### config.mk
export PLATFORM = sky130hd
export DESIGN_NAME = ams_sequencer
export DESIGN_NICKNAME = d
export VERILOG_FILES = /design/src/hdl/ams_pkg.sv /design/src/hdl/ams_sequencer.sv
export SDC_FILE = /design/constraint.sdc
export NUM_CORES = 1
export LEC_CHECK = 0
export BUFFER_PORTS_ARGS = -buffer_cell sky130_fd_sc_hd__buf_2
export CORE_MARGIN = 4
export CORE_UTILIZATION = 35
export DETAILED_ROUTE_END_ITERATION = 16
export GPL_ROUTABILITY_DRIVEN = 0
export PLACE_DENSITY_LB_ADDON = 0.12
export SETUP_SLACK_MARGIN = 0.5
export SYNTH_ARGS = -nofsm -noshare
export SYNTH_HDL_FRONTEND = slang
export SYNTH_SLANG_ARGS = --single-unit
### constraint.sdc
create_clock -name CLK -period 4.8 [get_ports CLK]
set_input_delay 0.72 -clock CLK [delete_from_list [all_inputs] [get_ports CLK]]
set_output_delay 0.72 -clock CLK [all_outputs]
set_load 0.02 [all_outputs]
### src/hdl/ams_pkg.sv
package ams_pkg;

  // Register byte offsets
  localparam logic [7:0] OFS_CONFIG  = 8'h00;
  localparam logic [7:0] OFS_STATUS  = 8'h04;
  localparam logic [7:0] OFS_IRQ_STS = 8'h08;
  localparam logic [7:0] OFS_IRQ_CLR = 8'h0c;
  localparam logic [7:0] OFS_IRQ_EN  = 8'h10;
  localparam logic [7:0] OFS_OFFSET  = 8'h14;
  localparam logic [7:0] OFS_LIN     = 8'h18;

  // Configuration field positions
  localparam int CFG_MUX_LSB = 0;
  localparam int CFG_MUX_W   = 4;
  localparam int CFG_ACQ_LSB = 4;
  localparam int CFG_ACQ_W   = 2;
  localparam int CFG_SE_BIT  = 6;
  localparam int CFG_SYNC_BIT = 8;
  localparam int CFG_CMD_LSB = 9;
  localparam int CFG_CMD_W   = 3;

  // Command codes
  localparam logic [2:0] CMD_STANDBY = 3'h0;
  localparam logic [2:0] CMD_FULLCAL = 3'h1;
  localparam logic [2:0] CMD_AUTOZERO = 3'h2;
  localparam logic [2:0] CMD_RESET   = 3'h3;
  localparam logic [2:0] CMD_START   = 3'h4;

  // Acquisition lengths in master cycles
  localparam logic [6:0] ACQ_LEN0 = 7'h09;
  localparam logic [6:0] ACQ_LEN1 = 7'h0f;
  localparam logic [6:0] ACQ_LEN2 = 7'h2f;
  localparam logic [6:0] ACQ_LEN3 = 7'h4f;

  // Default timing counts
  localparam int WAKE_CYCLES = 16;
  localparam int CONV_CYCLES = 44;
  localparam int CAL_REPEAT  = 8;
  localparam int CAL_CAPS    = 12;
  localparam int AZ_CYCLES   = 32;

  // Interrupt bits
  localparam int IRQ_CONV_DONE = 0;
  localparam int IRQ_CAL_DONE  = 1;
  localparam int IRQ_WAKE      = 2;
  localparam int IRQ_W         = 3;

  // Reset values
  localparam logic [12:0] CONFIG_RST = 13'h0100;

  typedef enum logic [2:0] {
    ST_STANDBY = 3'b000,
    ST_WAKE    = 3'b001,
    ST_IDLE    = 3'b011,
    ST_ACQ     = 3'b010,
    ST_CONV    = 3'b110,
    ST_CAL_OFS = 3'b111,
    ST_CAL_LIN = 3'b101,
    ST_AZ      = 3'b100
  } ams_state_e;

endpackage

### src/hdl/ams_sequencer.sv
// Register access over Wishbone and the placing of the registers were decided locally.
`timescale 1ns/10ps
// Behaviour
// RL1: Differential mode pairs 0-1,2-3,4-5,6-7 either order
// RL2: Single-ended: any channel positive, negative to common
// RL3: Standby command enters standby, status output low
// RL4: Non-standby command raises standby status immediately
// RL5: Ready falls only after standby actually exited
// RL6: Power-up state is standby, status low
// RL7: Sync bit set: sync pin input, rising starts
// RL8: Power-up mode is synchronous, sync pin input
// RL9: Sync bit clear: sync output high during conversion
// RL10: Async acquisition counts 9/15/47/79 master cycles
// RL11: Async acquisition on channel change/ready fall; read
// RL12: Sync mode ignores acquisition field, sync edge ends
// RL13: Sync acquisition starts at channel write or ready
// RL14: Full-calibration command starts calibration cycle
// RL15: Calibration averages eight offset measurements, stores
// RL16: Each capacitor compared eight times, errors averaged
// RL17: Command decode 000..100 standby/cal/zero/reset/start
// RL18: Ready high during event, low when done
// RL19: Acquisition code ascending 00=9 ... 11=79
module ams_sequencer #(
  parameter int WAKE_CYCLES = ams_pkg::WAKE_CYCLES,
  parameter int CONV_CYCLES = ams_pkg::CONV_CYCLES,
  parameter int AZ_CYCLES   = ams_pkg::AZ_CYCLES
) (
  // Clock and reset
  input  wire logic        CLK,
  input  wire logic        RESET_N,
  // Wishbone slave
  input  wire logic        WB_CYC_I,
  input  wire logic        WB_STB_I,
  input  wire logic        WB_WE_I,
  input  wire logic [7:0]  WB_ADR_I,
  input  wire logic [3:0]  WB_SEL_I,
  input  wire logic [31:0] WB_DAT_I,
  output logic      [31:0] WB_DAT_O,
  output logic             WB_ACK_O,
  // Result read strobe, offset sample and capacitor error from the analog side
  input  wire logic        RESULT_READ,
  input  wire logic [12:0] OFFSET_SAMPLE,
  input  wire logic [12:0] CAP_ERROR,
  // Sync pin
  input  wire logic        SYNC_IN,
  output logic             SYNC_OUT,
  output logic             SYNC_OE,
  // Multiplexer routing
  output logic      [7:0]  MUX_POS_SEL,
  output logic      [7:0]  MUX_NEG_SEL,
  output logic             MUX_NEG_COMMON,
  // Status
  output logic             READY_N,
  output logic             STANDBY_STATUS_N,
  output logic             IRQ
);

  typedef struct packed {
    logic [12:0]       cfg;
    ams_pkg::ams_state_e st;
    logic [6:0]        cnt;
    logic [3:0]        rep;
    logic [3:0]        cap;
    logic [15:0]       acc;
    logic [12:0]       ofs_coef;
    logic [12:0]       lin_coef;
    logic              new_ch;
    logic              sync_d;
    logic [2:0]        irq_sts;
    logic [2:0]        irq_en;
    logic              ack;
    logic [31:0]       dat;
    logic              ready_n;
    logic              stby_n;
    logic              sync_o;
    logic              sync_oe;
    logic [7:0]        mpos;
    logic [7:0]        mneg;
    logic              mcom;
    logic              irq;
  } ams_state_s;

  ams_state_s s_reg;
  ams_state_s s_next;

  logic [6:0]  acq_len;
  logic        wr_cmd;
  logic        rd_cmd;
  logic [2:0]  cmd;
  logic [2:0]  ev;
  logic        sync_rise;
  logic [12:0] wcfg;

  ////////////////////////////////////////////////////////////////////////
  // Acquisition length decode
  always_comb begin
    unique case (s_reg.cfg[ams_pkg::CFG_ACQ_LSB +: ams_pkg::CFG_ACQ_W])
      2'h0: acq_len = ams_pkg::ACQ_LEN0; // RL19 RL10
      2'h1: acq_len = ams_pkg::ACQ_LEN1;
      2'h2: acq_len = ams_pkg::ACQ_LEN2;
      2'h3: acq_len = ams_pkg::ACQ_LEN3;
    endcase
  end

  assign wcfg      = WB_DAT_I[12:0];
  assign wr_cmd    = WB_CYC_I && WB_STB_I && WB_WE_I && !s_reg.ack && WB_SEL_I[0]
                     && (WB_ADR_I == ams_pkg::OFS_CONFIG);
  assign rd_cmd    = RESULT_READ;
  assign cmd       = wcfg[ams_pkg::CFG_CMD_LSB +: ams_pkg::CFG_CMD_W];
  assign sync_rise = SYNC_IN && !s_reg.sync_d;

  ////////////////////////////////////////////////////////////////////////
  // Next state
  always_comb begin
    logic sync_mode;
    logic [2:0] ch;
    s_next    = s_reg;
    ev        = 3'h0;
    sync_mode = s_reg.cfg[ams_pkg::CFG_SYNC_BIT];
    ch        = s_reg.cfg[2:0];
    s_next.sync_d = SYNC_IN;
    s_next.ack    = WB_CYC_I && WB_STB_I && !s_reg.ack;

    // Sequencer
    unique case (s_reg.st)
      ams_pkg::ST_STANDBY: begin
        s_next.ready_n = 1'b1;
      end
      ams_pkg::ST_WAKE: begin
        if (s_reg.cnt == 7'(WAKE_CYCLES - 1)) begin
          s_next.st      = ams_pkg::ST_IDLE;
          s_next.ready_n = 1'b0; // RL5
          s_next.cnt     = 7'h00;
          ev[ams_pkg::IRQ_WAKE] = 1'b1;
        end else begin
          s_next.cnt = s_reg.cnt + 7'h01;
        end
      end
      ams_pkg::ST_IDLE: begin
        // Acquisition starts on a result read here; a channel change starts it at the command write
        if (s_reg.cfg[ams_pkg::CFG_CMD_LSB +: ams_pkg::CFG_CMD_W] == ams_pkg::CMD_START) begin
          if (sync_mode && (sync_rise || rd_cmd)) begin
            s_next.ready_n = 1'b1; // RL12 RL13
            s_next.st      = sync_rise ? ams_pkg::ST_CONV : ams_pkg::ST_ACQ;
            s_next.cnt     = 7'h00;
          end else if (!sync_mode && rd_cmd) begin
            s_next.ready_n = 1'b1; // RL11
            s_next.st      = ams_pkg::ST_ACQ;
            s_next.cnt     = 7'h00;
          end
        end
      end
      ams_pkg::ST_ACQ: begin
        if (sync_mode) begin
          if (sync_rise) begin
            s_next.st  = ams_pkg::ST_CONV; // RL7 RL12
            s_next.cnt = 7'h00;
          end
        end else if (s_reg.cnt == acq_len - 7'h01) begin
          s_next.st     = ams_pkg::ST_CONV; // RL10
          s_next.cnt    = 7'h00;
          s_next.sync_o = 1'b1; // RL9
        end else begin
          s_next.cnt = s_reg.cnt + 7'h01;
        end
      end
      ams_pkg::ST_CONV: begin
        if (s_reg.cnt == 7'(CONV_CYCLES - 1)) begin
          s_next.st      = ams_pkg::ST_IDLE;
          s_next.ready_n = 1'b0; // RL18
          s_next.sync_o  = 1'b0; // RL9
          s_next.new_ch  = 1'b0;
          s_next.cnt     = 7'h00;
          ev[ams_pkg::IRQ_CONV_DONE] = 1'b1;
        end else begin
          s_next.cnt = s_reg.cnt + 7'h01;
        end
      end
      ams_pkg::ST_CAL_OFS: begin
        s_next.acc = s_reg.acc + {3'h0, OFFSET_SAMPLE}; // RL15
        if (s_reg.rep == 4'(ams_pkg::CAL_REPEAT - 1)) begin
          s_next.ofs_coef = s_next.acc[15:3]; // RL15
          s_next.acc      = 16'h0000;
          s_next.rep      = 4'h0;
          s_next.cap      = 4'h0;
          s_next.st       = ams_pkg::ST_CAL_LIN;
        end else begin
          s_next.rep = s_reg.rep + 4'h1;
        end
      end
      ams_pkg::ST_CAL_LIN: begin
        s_next.acc = s_reg.acc + {3'h0, CAP_ERROR}; // RL16
        if (s_reg.rep == 4'(ams_pkg::CAL_REPEAT - 1)) begin
          s_next.lin_coef = s_next.acc[15:3]; // RL16
          s_next.acc      = 16'h0000;
          s_next.rep      = 4'h0;
          if (s_reg.cap == 4'(ams_pkg::CAL_CAPS - 1)) begin
            s_next.st      = ams_pkg::ST_IDLE;
            s_next.ready_n = 1'b0; // RL14 RL18
            ev[ams_pkg::IRQ_CAL_DONE] = 1'b1;
          end else begin
            s_next.cap = s_reg.cap + 4'h1;
          end
        end else begin
          s_next.rep = s_reg.rep + 4'h1;
        end
      end
      ams_pkg::ST_AZ: begin
        if (s_reg.cnt == 7'(AZ_CYCLES - 1)) begin
          s_next.ofs_coef = OFFSET_SAMPLE;
          s_next.st       = ams_pkg::ST_IDLE;
          s_next.ready_n  = 1'b0;
          s_next.cnt      = 7'h00;
          ev[ams_pkg::IRQ_CAL_DONE] = 1'b1;
        end else begin
          s_next.cnt = s_reg.cnt + 7'h01;
        end
      end
    endcase

    // Command write
    if (wr_cmd) begin
      s_next.cfg    = wcfg;
      s_next.new_ch = (wcfg[3:0] != s_reg.cfg[3:0]); // RL13
      s_next.cnt    = 7'h00;
      s_next.rep    = 4'h0;
      s_next.acc    = 16'h0000;
      s_next.sync_o = 1'b0;
      unique case (cmd) // RL17
        ams_pkg::CMD_STANDBY: begin
          s_next.st      = ams_pkg::ST_STANDBY; // RL3
          s_next.stby_n  = 1'b0;
          s_next.ready_n = 1'b1;
        end
        default: begin
          s_next.stby_n = 1'b1; // RL4
          if (s_reg.st == ams_pkg::ST_STANDBY) begin
            s_next.st      = ams_pkg::ST_WAKE; // RL5
            s_next.ready_n = 1'b1;
          end else if (cmd == ams_pkg::CMD_FULLCAL) begin
            s_next.st      = ams_pkg::ST_CAL_OFS; // RL14
            s_next.ready_n = 1'b1;
          end else if (cmd == ams_pkg::CMD_AUTOZERO) begin
            s_next.st      = ams_pkg::ST_AZ;
            s_next.ready_n = 1'b1;
          end else if (cmd == ams_pkg::CMD_START && wcfg[3:0] != s_reg.cfg[3:0]) begin
            s_next.st      = ams_pkg::ST_ACQ; // RL13
            s_next.ready_n = 1'b1;
          end else begin
            s_next.st      = ams_pkg::ST_IDLE;
            s_next.ready_n = 1'b0;
          end
        end
      endcase
    end

    // Sync pin direction follows the mode bit
    s_next.sync_oe = !s_next.cfg[ams_pkg::CFG_SYNC_BIT]; // RL7 RL9
    if (!s_next.sync_oe) s_next.sync_o = 1'b0;

    // Multiplexer routing
    ch = s_next.cfg[2:0];
    s_next.mpos = 8'h01 << ch;
    if (s_next.cfg[ams_pkg::CFG_SE_BIT] || s_next.cfg[3]) begin
      s_next.mneg = 8'h00; // RL2
      s_next.mcom = 1'b1;
    end else begin
      s_next.mneg = 8'h01 << {ch[2:1], !ch[0]}; // RL1
      s_next.mcom = 1'b0;
    end

    // Interrupt status: set wins over clear
    if (WB_CYC_I && WB_STB_I && WB_WE_I && !s_reg.ack && WB_ADR_I == ams_pkg::OFS_IRQ_CLR)
      s_next.irq_sts = s_reg.irq_sts & ~WB_DAT_I[2:0];
    if (WB_CYC_I && WB_STB_I && WB_WE_I && !s_reg.ack && WB_ADR_I == ams_pkg::OFS_IRQ_EN)
      s_next.irq_en = WB_DAT_I[2:0];
    s_next.irq_sts = s_next.irq_sts | ev;
    s_next.irq     = |(s_next.irq_sts & s_next.irq_en);

    // Read data
    unique case (WB_ADR_I)
      ams_pkg::OFS_CONFIG:  s_next.dat = {19'h0, s_reg.cfg};
      ams_pkg::OFS_STATUS:  s_next.dat = {26'h0, s_reg.sync_o, s_reg.stby_n, s_reg.ready_n, s_reg.st};
      ams_pkg::OFS_IRQ_STS: s_next.dat = {29'h0, s_reg.irq_sts};
      ams_pkg::OFS_IRQ_EN:  s_next.dat = {29'h0, s_reg.irq_en};
      ams_pkg::OFS_OFFSET:  s_next.dat = {19'h0, s_reg.ofs_coef};
      ams_pkg::OFS_LIN:     s_next.dat = {19'h0, s_reg.lin_coef};
      default:              s_next.dat = 32'h0000_0000;
    endcase
  end

  ////////////////////////////////////////////////////////////////////////
  // State register
  always_ff @(posedge CLK or negedge RESET_N) begin
    if (!RESET_N) begin
      s_reg         <= '0;
      s_reg.cfg     <= ams_pkg::CONFIG_RST; // RL8
      s_reg.st      <= ams_pkg::ST_STANDBY; // RL6
      s_reg.ready_n <= 1'b1;
      s_reg.stby_n  <= 1'b0; // RL6
      s_reg.mpos    <= 8'h01;
      s_reg.mneg    <= 8'h02;
    end else begin
      s_reg <= s_next;
    end
  end

  assign WB_DAT_O         = s_reg.dat;
  assign WB_ACK_O         = s_reg.ack;
  assign SYNC_OUT         = s_reg.sync_o;
  assign SYNC_OE          = s_reg.sync_oe;
  assign MUX_POS_SEL      = s_reg.mpos;
  assign MUX_NEG_SEL      = s_reg.mneg;
  assign MUX_NEG_COMMON   = s_reg.mcom;
  assign READY_N          = s_reg.ready_n;
  assign STANDBY_STATUS_N = s_reg.stby_n;
  assign IRQ              = s_reg.irq;

  ////////////////////////////////////////////////////////////////////////
  // Checks
  AST_STBY_ENTER: assert property (@(posedge CLK) disable iff (!RESET_N) // RL3
    wr_cmd && cmd == ams_pkg::CMD_STANDBY |=> !STANDBY_STATUS_N && READY_N)
    else $error("standby not entered");
  AST_STBY_EXIT: assert property (@(posedge CLK) disable iff (!RESET_N) // RL4
    wr_cmd && cmd != ams_pkg::CMD_STANDBY |=> STANDBY_STATUS_N)
    else $error("standby status not raised");
  AST_WAKE_READY: assert property (@(posedge CLK) disable iff (!RESET_N) // RL5
    s_reg.st == ams_pkg::ST_WAKE && !wr_cmd |=> READY_N || s_reg.st == ams_pkg::ST_IDLE)
    else $error("ready low during wake");
  AST_STBY_READY: assert property (@(posedge CLK) disable iff (!RESET_N) // RL18
    !STANDBY_STATUS_N |-> READY_N)
    else $error("ready low in standby");
  AST_SE_NEG: assert property (@(posedge CLK) disable iff (!RESET_N) // RL2
    s_reg.cfg[ams_pkg::CFG_SE_BIT] |-> MUX_NEG_COMMON && MUX_NEG_SEL == 8'h00)
    else $error("single ended negative wrong");
  AST_DIFF_PAIR: assert property (@(posedge CLK) disable iff (!RESET_N) // RL1
    !MUX_NEG_COMMON |-> (MUX_NEG_SEL == {MUX_POS_SEL[6], MUX_POS_SEL[7], MUX_POS_SEL[4], MUX_POS_SEL[5],
                                        MUX_POS_SEL[2], MUX_POS_SEL[3], MUX_POS_SEL[0], MUX_POS_SEL[1]}))
    else $error("differential pair wrong");
  AST_SYNC_DIR: assert property (@(posedge CLK) disable iff (!RESET_N) // RL7
    s_reg.cfg[ams_pkg::CFG_SYNC_BIT] |-> !SYNC_OE && !SYNC_OUT)
    else $error("sync pin driven in sync mode");
  AST_SYNC_CONV: assert property (@(posedge CLK) disable iff (!RESET_N) // RL9
    SYNC_OUT |-> s_reg.st == ams_pkg::ST_CONV)
    else $error("sync high outside conversion");
  AST_ACQ9: assert property (@(posedge CLK) disable iff (!RESET_N) // RL10
    s_reg.st == ams_pkg::ST_ACQ && !s_reg.cfg[ams_pkg::CFG_SYNC_BIT] && s_reg.cnt == 7'h00 && acq_len == 7'h09
    && !wr_cmd |-> ##8 (s_reg.st == ams_pkg::ST_ACQ || $past(wr_cmd)))
    else $error("acquisition ended early");
  AST_CAL_READY: assert property (@(posedge CLK) disable iff (!RESET_N) // RL14
    wr_cmd && cmd == ams_pkg::CMD_FULLCAL && STANDBY_STATUS_N |=> READY_N)
    else $error("ready not raised by calibration");
  AST_NEW_CH_ACQ: assert property (@(posedge CLK) disable iff (!RESET_N) // RL13
    wr_cmd && cmd == ams_pkg::CMD_START && STANDBY_STATUS_N && wcfg[3:0] != s_reg.cfg[3:0]
    |=> s_reg.st == ams_pkg::ST_ACQ && s_reg.new_ch && READY_N)
    else $error("new channel did not start acquisition");
  AST_READ_START: assert property (@(posedge CLK) disable iff (!RESET_N) // RL11
    s_reg.st == ams_pkg::ST_IDLE && !s_reg.cfg[ams_pkg::CFG_SYNC_BIT] && rd_cmd && !wr_cmd
    && s_reg.cfg[ams_pkg::CFG_CMD_LSB +: ams_pkg::CFG_CMD_W] == ams_pkg::CMD_START
    |=> s_reg.st == ams_pkg::ST_ACQ && READY_N)
    else $error("read did not start acquisition");
  AST_SYNC_HOLD_ACQ: assert property (@(posedge CLK) disable iff (!RESET_N) // RL12
    s_reg.st == ams_pkg::ST_ACQ && s_reg.cfg[ams_pkg::CFG_SYNC_BIT] && !sync_rise && !wr_cmd
    |=> s_reg.st == ams_pkg::ST_ACQ)
    else $error("sync acquisition ended without sync edge");
  AST_CONV_SYNC_HIGH: assert property (@(posedge CLK) disable iff (!RESET_N) // RL9
    s_reg.st == ams_pkg::ST_CONV && !s_reg.cfg[ams_pkg::CFG_SYNC_BIT] |-> SYNC_OUT)
    else $error("sync low during conversion");
  AST_CAL_OFS8: assert property (@(posedge CLK) disable iff (!RESET_N) // RL15
    s_reg.st == ams_pkg::ST_CAL_OFS && s_reg.rep == 4'h0 && !wr_cmd
    |-> ##8 (s_reg.st == ams_pkg::ST_CAL_LIN || $past(wr_cmd)))
    else $error("offset not measured eight times");
  COV_CAL: cover property (@(posedge CLK) s_reg.st == ams_pkg::ST_CAL_LIN ##1 s_reg.st == ams_pkg::ST_IDLE);
  COV_CONV: cover property (@(posedge CLK) s_reg.st == ams_pkg::ST_CONV ##1 s_reg.st == ams_pkg::ST_IDLE);
  COV_WAKE: cover property (@(posedge CLK) s_reg.st == ams_pkg::ST_WAKE ##1 s_reg.st == ams_pkg::ST_IDLE);
  COV_SYNC_CONV: cover property (@(posedge CLK)
    s_reg.st == ams_pkg::ST_ACQ && sync_rise ##1 s_reg.st == ams_pkg::ST_CONV);
  COV_NEW_CH: cover property (@(posedge CLK) s_reg.new_ch && s_reg.st == ams_pkg::ST_ACQ);

endmodule

### After elaboration in Yosys (flattened, before gate mapping)

Cells that the tools add are included.

* add/subtract/negate cells: 6
* $mul: 0
* div/mod/pow operators: 0
* order comparisons: 0
* eq/ne operators: 44
* shift operators: 2
* muxes and demuxes: 65
* bitwise operators: 4
* reductions and logical operators: 38

Operator list (count)
* one-hot mux 13 bit (6 select lines): 1
* 2-to-1 mux 10 bit: 5
* one-hot mux 24 bit (2 select lines): 1
* 2-to-1 mux 3 bit: 15
* one-hot mux 7 bit (5 select lines): 1
* 2-to-1 mux 33 bit: 1
* adder 16 x 13 -> 16 bit: 2
* 2-to-1 mux 7 bit: 4
* one-hot mux 7 bit (4 select lines): 1
* one-hot mux 13 bit (2 select lines): 1
* equality test 8 x 5 -> 1 bit (second input constant): 3
* inequality test 4 bit (second input constant): 6
* 2-to-1 mux 1 bit: 23
* 2-to-1 mux 23 bit: 1
* inequality test 3 bit (second input constant): 7
* one-hot mux 3 bit (7 select lines): 1
* 2-to-1 mux 20 bit: 1
* equality test 3 bit (second input constant): 6
* equality test 8 x 4 -> 1 bit (second input constant): 2
* 2-to-1 mux 16 bit: 1
* << shifter 1 x 3 -> 8 bit (first input constant): 2
* 2-to-1 mux 13 bit: 1
* logical AND 1 bit: 12
* AND reduction 4 bit: 3
* other kinds (40): 58

* bits in registers: 135
* latch bits: 0
* bits in writable memories: 0
* bits in read-only memories: 0
* input bits: 77
* output and inout port bits: 55
* memories: 0

### Longest topological paths before layout

* depth after elaboration: 11
* depth in mapped cells: 10
* depth with buffers taken out: 10

### Worst setup path after synthesis

No wires, ideal clock.

* kind: input port to flip-flop
* from: input port CAP_ERROR[0]
* to: register s_reg[103] (netlist name)
* setup time: 0.069 ns
* data arrival time: 2.864 ns
* required time: 4.731 ns
* slack: 1.867 ns
* cell stages on the path: 9
* path buffers: 0
* cells stage by stage: ha_1 -> fa_1 -> a211oi_1 -> o21a_1 -> o41ai_1 -> a221o_1 -> and3_1 -> or3_1 -> nand3_1

* longest elaborated chain between the ends: 4

Ends and longest elaborated chain
* from (decl): line ams_sequencer.sv:43 `input wire logic [12:0] CAP_ERROR,`
* adder 16 x 13 -> 16 bit: line ams_sequencer.sv:192 `s_next.acc = s_reg.acc + {3'h0, CAP_ERROR};`
* 2-to-1 mux 20 bit: line ams_sequencer.sv:193 `if (s_reg.rep == 4'(ams_pkg::CAL_REPEAT - 1)) begin`
* one-hot mux 24 bit (2 select lines): line ams_sequencer.sv:125 `unique case (s_reg.st)`
* 2-to-1 mux 16 bit: line ams_sequencer.sv:222 `if (wr_cmd) begin`
* to (signal assigned): line ams_sequencer.sv:304 `s_reg <= s_next;`
* to (decl): line ams_sequencer.sv:83 `ams_state_s s_reg;`

Every way passes these cells. The select of a mux whose other input is x is not followed.
A chain may end at the register's enable or synchronous reset.

==> results_dict.tcl <==
set metrics [dict create \
    synthCells 820 \
    clkTransAtPathRegs_ns 0.06 \
    clock-sinks 116 \
    vias_per_cell 5.19 \
    fin_crit_sh 0.702 \
    clock_path_buffers 2 \
    fill_cells 2100 \
    p_leak_nw 3.89 \
    p_total_mw 4.66 \
    max_freq_mhz 297 \
    synth_edf_count 0 \
    wl_met2_um 9130 \
    yosysTopAreaCell "dfrtp_1" \
    highest_layer "met4" \
    grt_pass1_vias 5693 \
    cap_violations 0 \
    die-area_um2 22900 \
    drc 0 \
    cts_resized 0 \
    synth_most_common_cell "nand2_1" \
    dp_hpwl_um 15300 \
    synth_area_leaders "dfrtp_1 (39%), nand2_1 (7.7%), buf_4 (5.1%), ha_1 (5.0%), o21ai_0 (4.5%)" \
    antenna_found_initial 0 \
    syn_avg_cell_area_um2 8.78 \
    synth_seq_cells 116 \
    grt_overflow_total 0 \
    ios 132 \
    layout_min_cycle_time_ns 3.37 \
    fin_nets 982 \
    dp_slack_ns 1.03 \
    max_slew.worst_pin.slew_ns 0.932 \
    cp_max_fo 12 \
    syn_area_um2 7200 \
    crit_required_ns 5.10 \
    io_buffers 90 \
    largest_reg_flops 80 \
    outcome "completed" \
    drive_gt1_frac 0.174 \
    cts_hold_buffers 0 \
    cts.htree.levels 4 \
    whs_ns 0.211 \
    via_count 6008 \
    coreArea_um2 20200 \
    yosysWarnings 0 \
    routed_wl_um 20100 \
    std_cell_rows 52 \
    hold_class "in2async" \
    first_pass_iters 5 \
    synth_seq_area_share 0.404 \
    ant_nets 0 \
    cp-end-kind "flip-flop" \
    grt_max_degree 46 \
    async_flop_share 1.00 \
    slew_headroom 0.374 \
    synth_common_cells "nand2_1 (148), dfrtp_1 (112), nor2_1 (68)" \
    synth_top_area_frac 0.389 \
    wl_per_cell_um 17.4 \
    maxSlewViolCount 0 \
    drt-met1-wl_um 9830 \
    cts_setup_buffers 0 \
    synthFlopType "dfrtp_1" \
    track_usage 0.180 \
    cts_tree "yes" \
    die_width_um 151 \
    cts_buffers 17 \
    rsz0062_at_grt "false" \
    vdd_drop_max_mv 0.219 \
    final-setup-viol-count 0 \
    grt_pass1_wl_um 31800 \
    power_density_nw_per_um2 570 \
    initial_utilization 0.356 \
    final_core_util 0.404 \
    dr_wl_met3_um 909 \
    critPathArrivalTime_ns 3.67 \
    finalHoldViolations 0 \
    timing_worst_setup_path_type "in2reg" \
    layout_setup_ws_ns 1.43 \
    start_kind "input pin" \
    drtIter0Drc 398 \
    yosysUniqueCellTypes 66 \
    fin_setup_tns_ns 0 \
    die_height_um 151 \
    skew_ns 0.00935 \
    area_delta_synth_final_pct 13.7 \
    clk_latency_ns 0.42 \
    cts_root_buffer "clkbuf_16" \
    num_antenna_cells 0 \
]
-- report_power, final --
part / switching (mW) / leakage, nW / internal [mW] / total [mW]
Combinational: 1.18 / 2.17 / 0.784 / 1.97
Clock: 0.488 / 0.277 / 0.713 / 1.20
Sequential: 0.272 / 1.44 / 1.22 / 1.50
-- through the flow --
| step | instances | area (µm²) |
|---|---|---|
| 2_1_floorplan | 838 | 7260 |
| 3_3_place_gp | 1125 | 7630 |
| 3_5_place_dp | 1125 | 7630 |
| 4_1_cts | 1157 | 8180 |
| 5_1_grt | 1157 | 8180 |
| 6_report | 1157 | 8180 |
-- worst max-delay path, stage by stage --
cell,delay (ns)
buf_2,0.10
or4_4,0.55
nor4b_4,0.67
and3_1,0.57
mux2i_1,0.55
inv_1,0.24
nand2_1,0.19
nor2_1,0.07
-- logic make-up (layout without fill, tap and decap cells) --
| kind of cell | after synthesis | in the layout | synth area share |
|---|---|---|---|
| compound gates | 223 | 223 | 0.205 |
| xor+xnor | 29 | 29 | 0.0353 |
| fa+ha+maj | 31 | 31 | 0.0560 |
| buf+inv | 96 | 145 | 0.0762 |
| flops | 116 | 116 | 0.404 |
| mux | 21 | 21 | 0.0311 |
| other cells | 1 | 19 | 0.000521 |
| simple gates | 303 | 303 | 0.192 |
-- routing by layer --
metal / GRT usage / vias up
met4: 0.0481 / 0
met5: 0 / -
met3: 0.0314 / 20
li1: - / 2988
met2: 0.279 / 152
met1: 0.260 / 2848
-- layout make-up --
type / instances / area (µm²) / area share
multi-input cells: 626 / 3810 / 0.465
flip-flops and latches: 116 / 2910 / 0.355
repair buffers: 99 / 520 / 0.0636
clock buffers: 17 / 425 / 0.0520
well taps: 270 / 338 / 0.0413
clock inverters: 15 / 133 / 0.0162
inverters: 14 / 52.6 / 0.00642
-- placed cells by master (no fill, tap or decap), types with 5 or more instances in the layout --
cell,instances
clkbuf_16,17
buf_2,89
nand2_1,148
clkinv_4,6
o21bai_1,5
dfrtp_1,112
nor3_1,18
o221ai_1,9
a21o_1,13
nor2_1,68
o31ai_1,5
xor2_1,13
buf_4,10
a31oi_1,10
and3_1,6
mux2i_1,10
nor3b_1,6
clkinv_2,5
mux2_2,11
xnor2_1,16
ha_1,29
nand3_1,15
a22oi_1,16
o21ai_0,64
a32oi_1,7
nand2b_1,5
o21a_1,7
inv_1,13
a211oi_1,7
nor2b_1,7
a21oi_1,41
conb_1,19
a22o_1,6
-- final timing paths --
kind                                  start              to  slack (ns)  depth (start not counted)
worst max-delay path            WB_ADR_I[0]  MUX_NEG_SEL[2]        1.43                          8
worst min-delay path                RESET_N  MUX_NEG_SEL[2]        0.21                          1
worst max register to register    s_reg[89]      s_reg[103]        1.84                          9
worst min register to register     WB_ACK_O        WB_ACK_O        0.45                          1
max in group asynchronous           RESET_N       s_reg[74]        3.63                          2
min in group CLK                   WB_ACK_O        WB_ACK_O        0.45                          1
(Power assumes the default switching activity.)
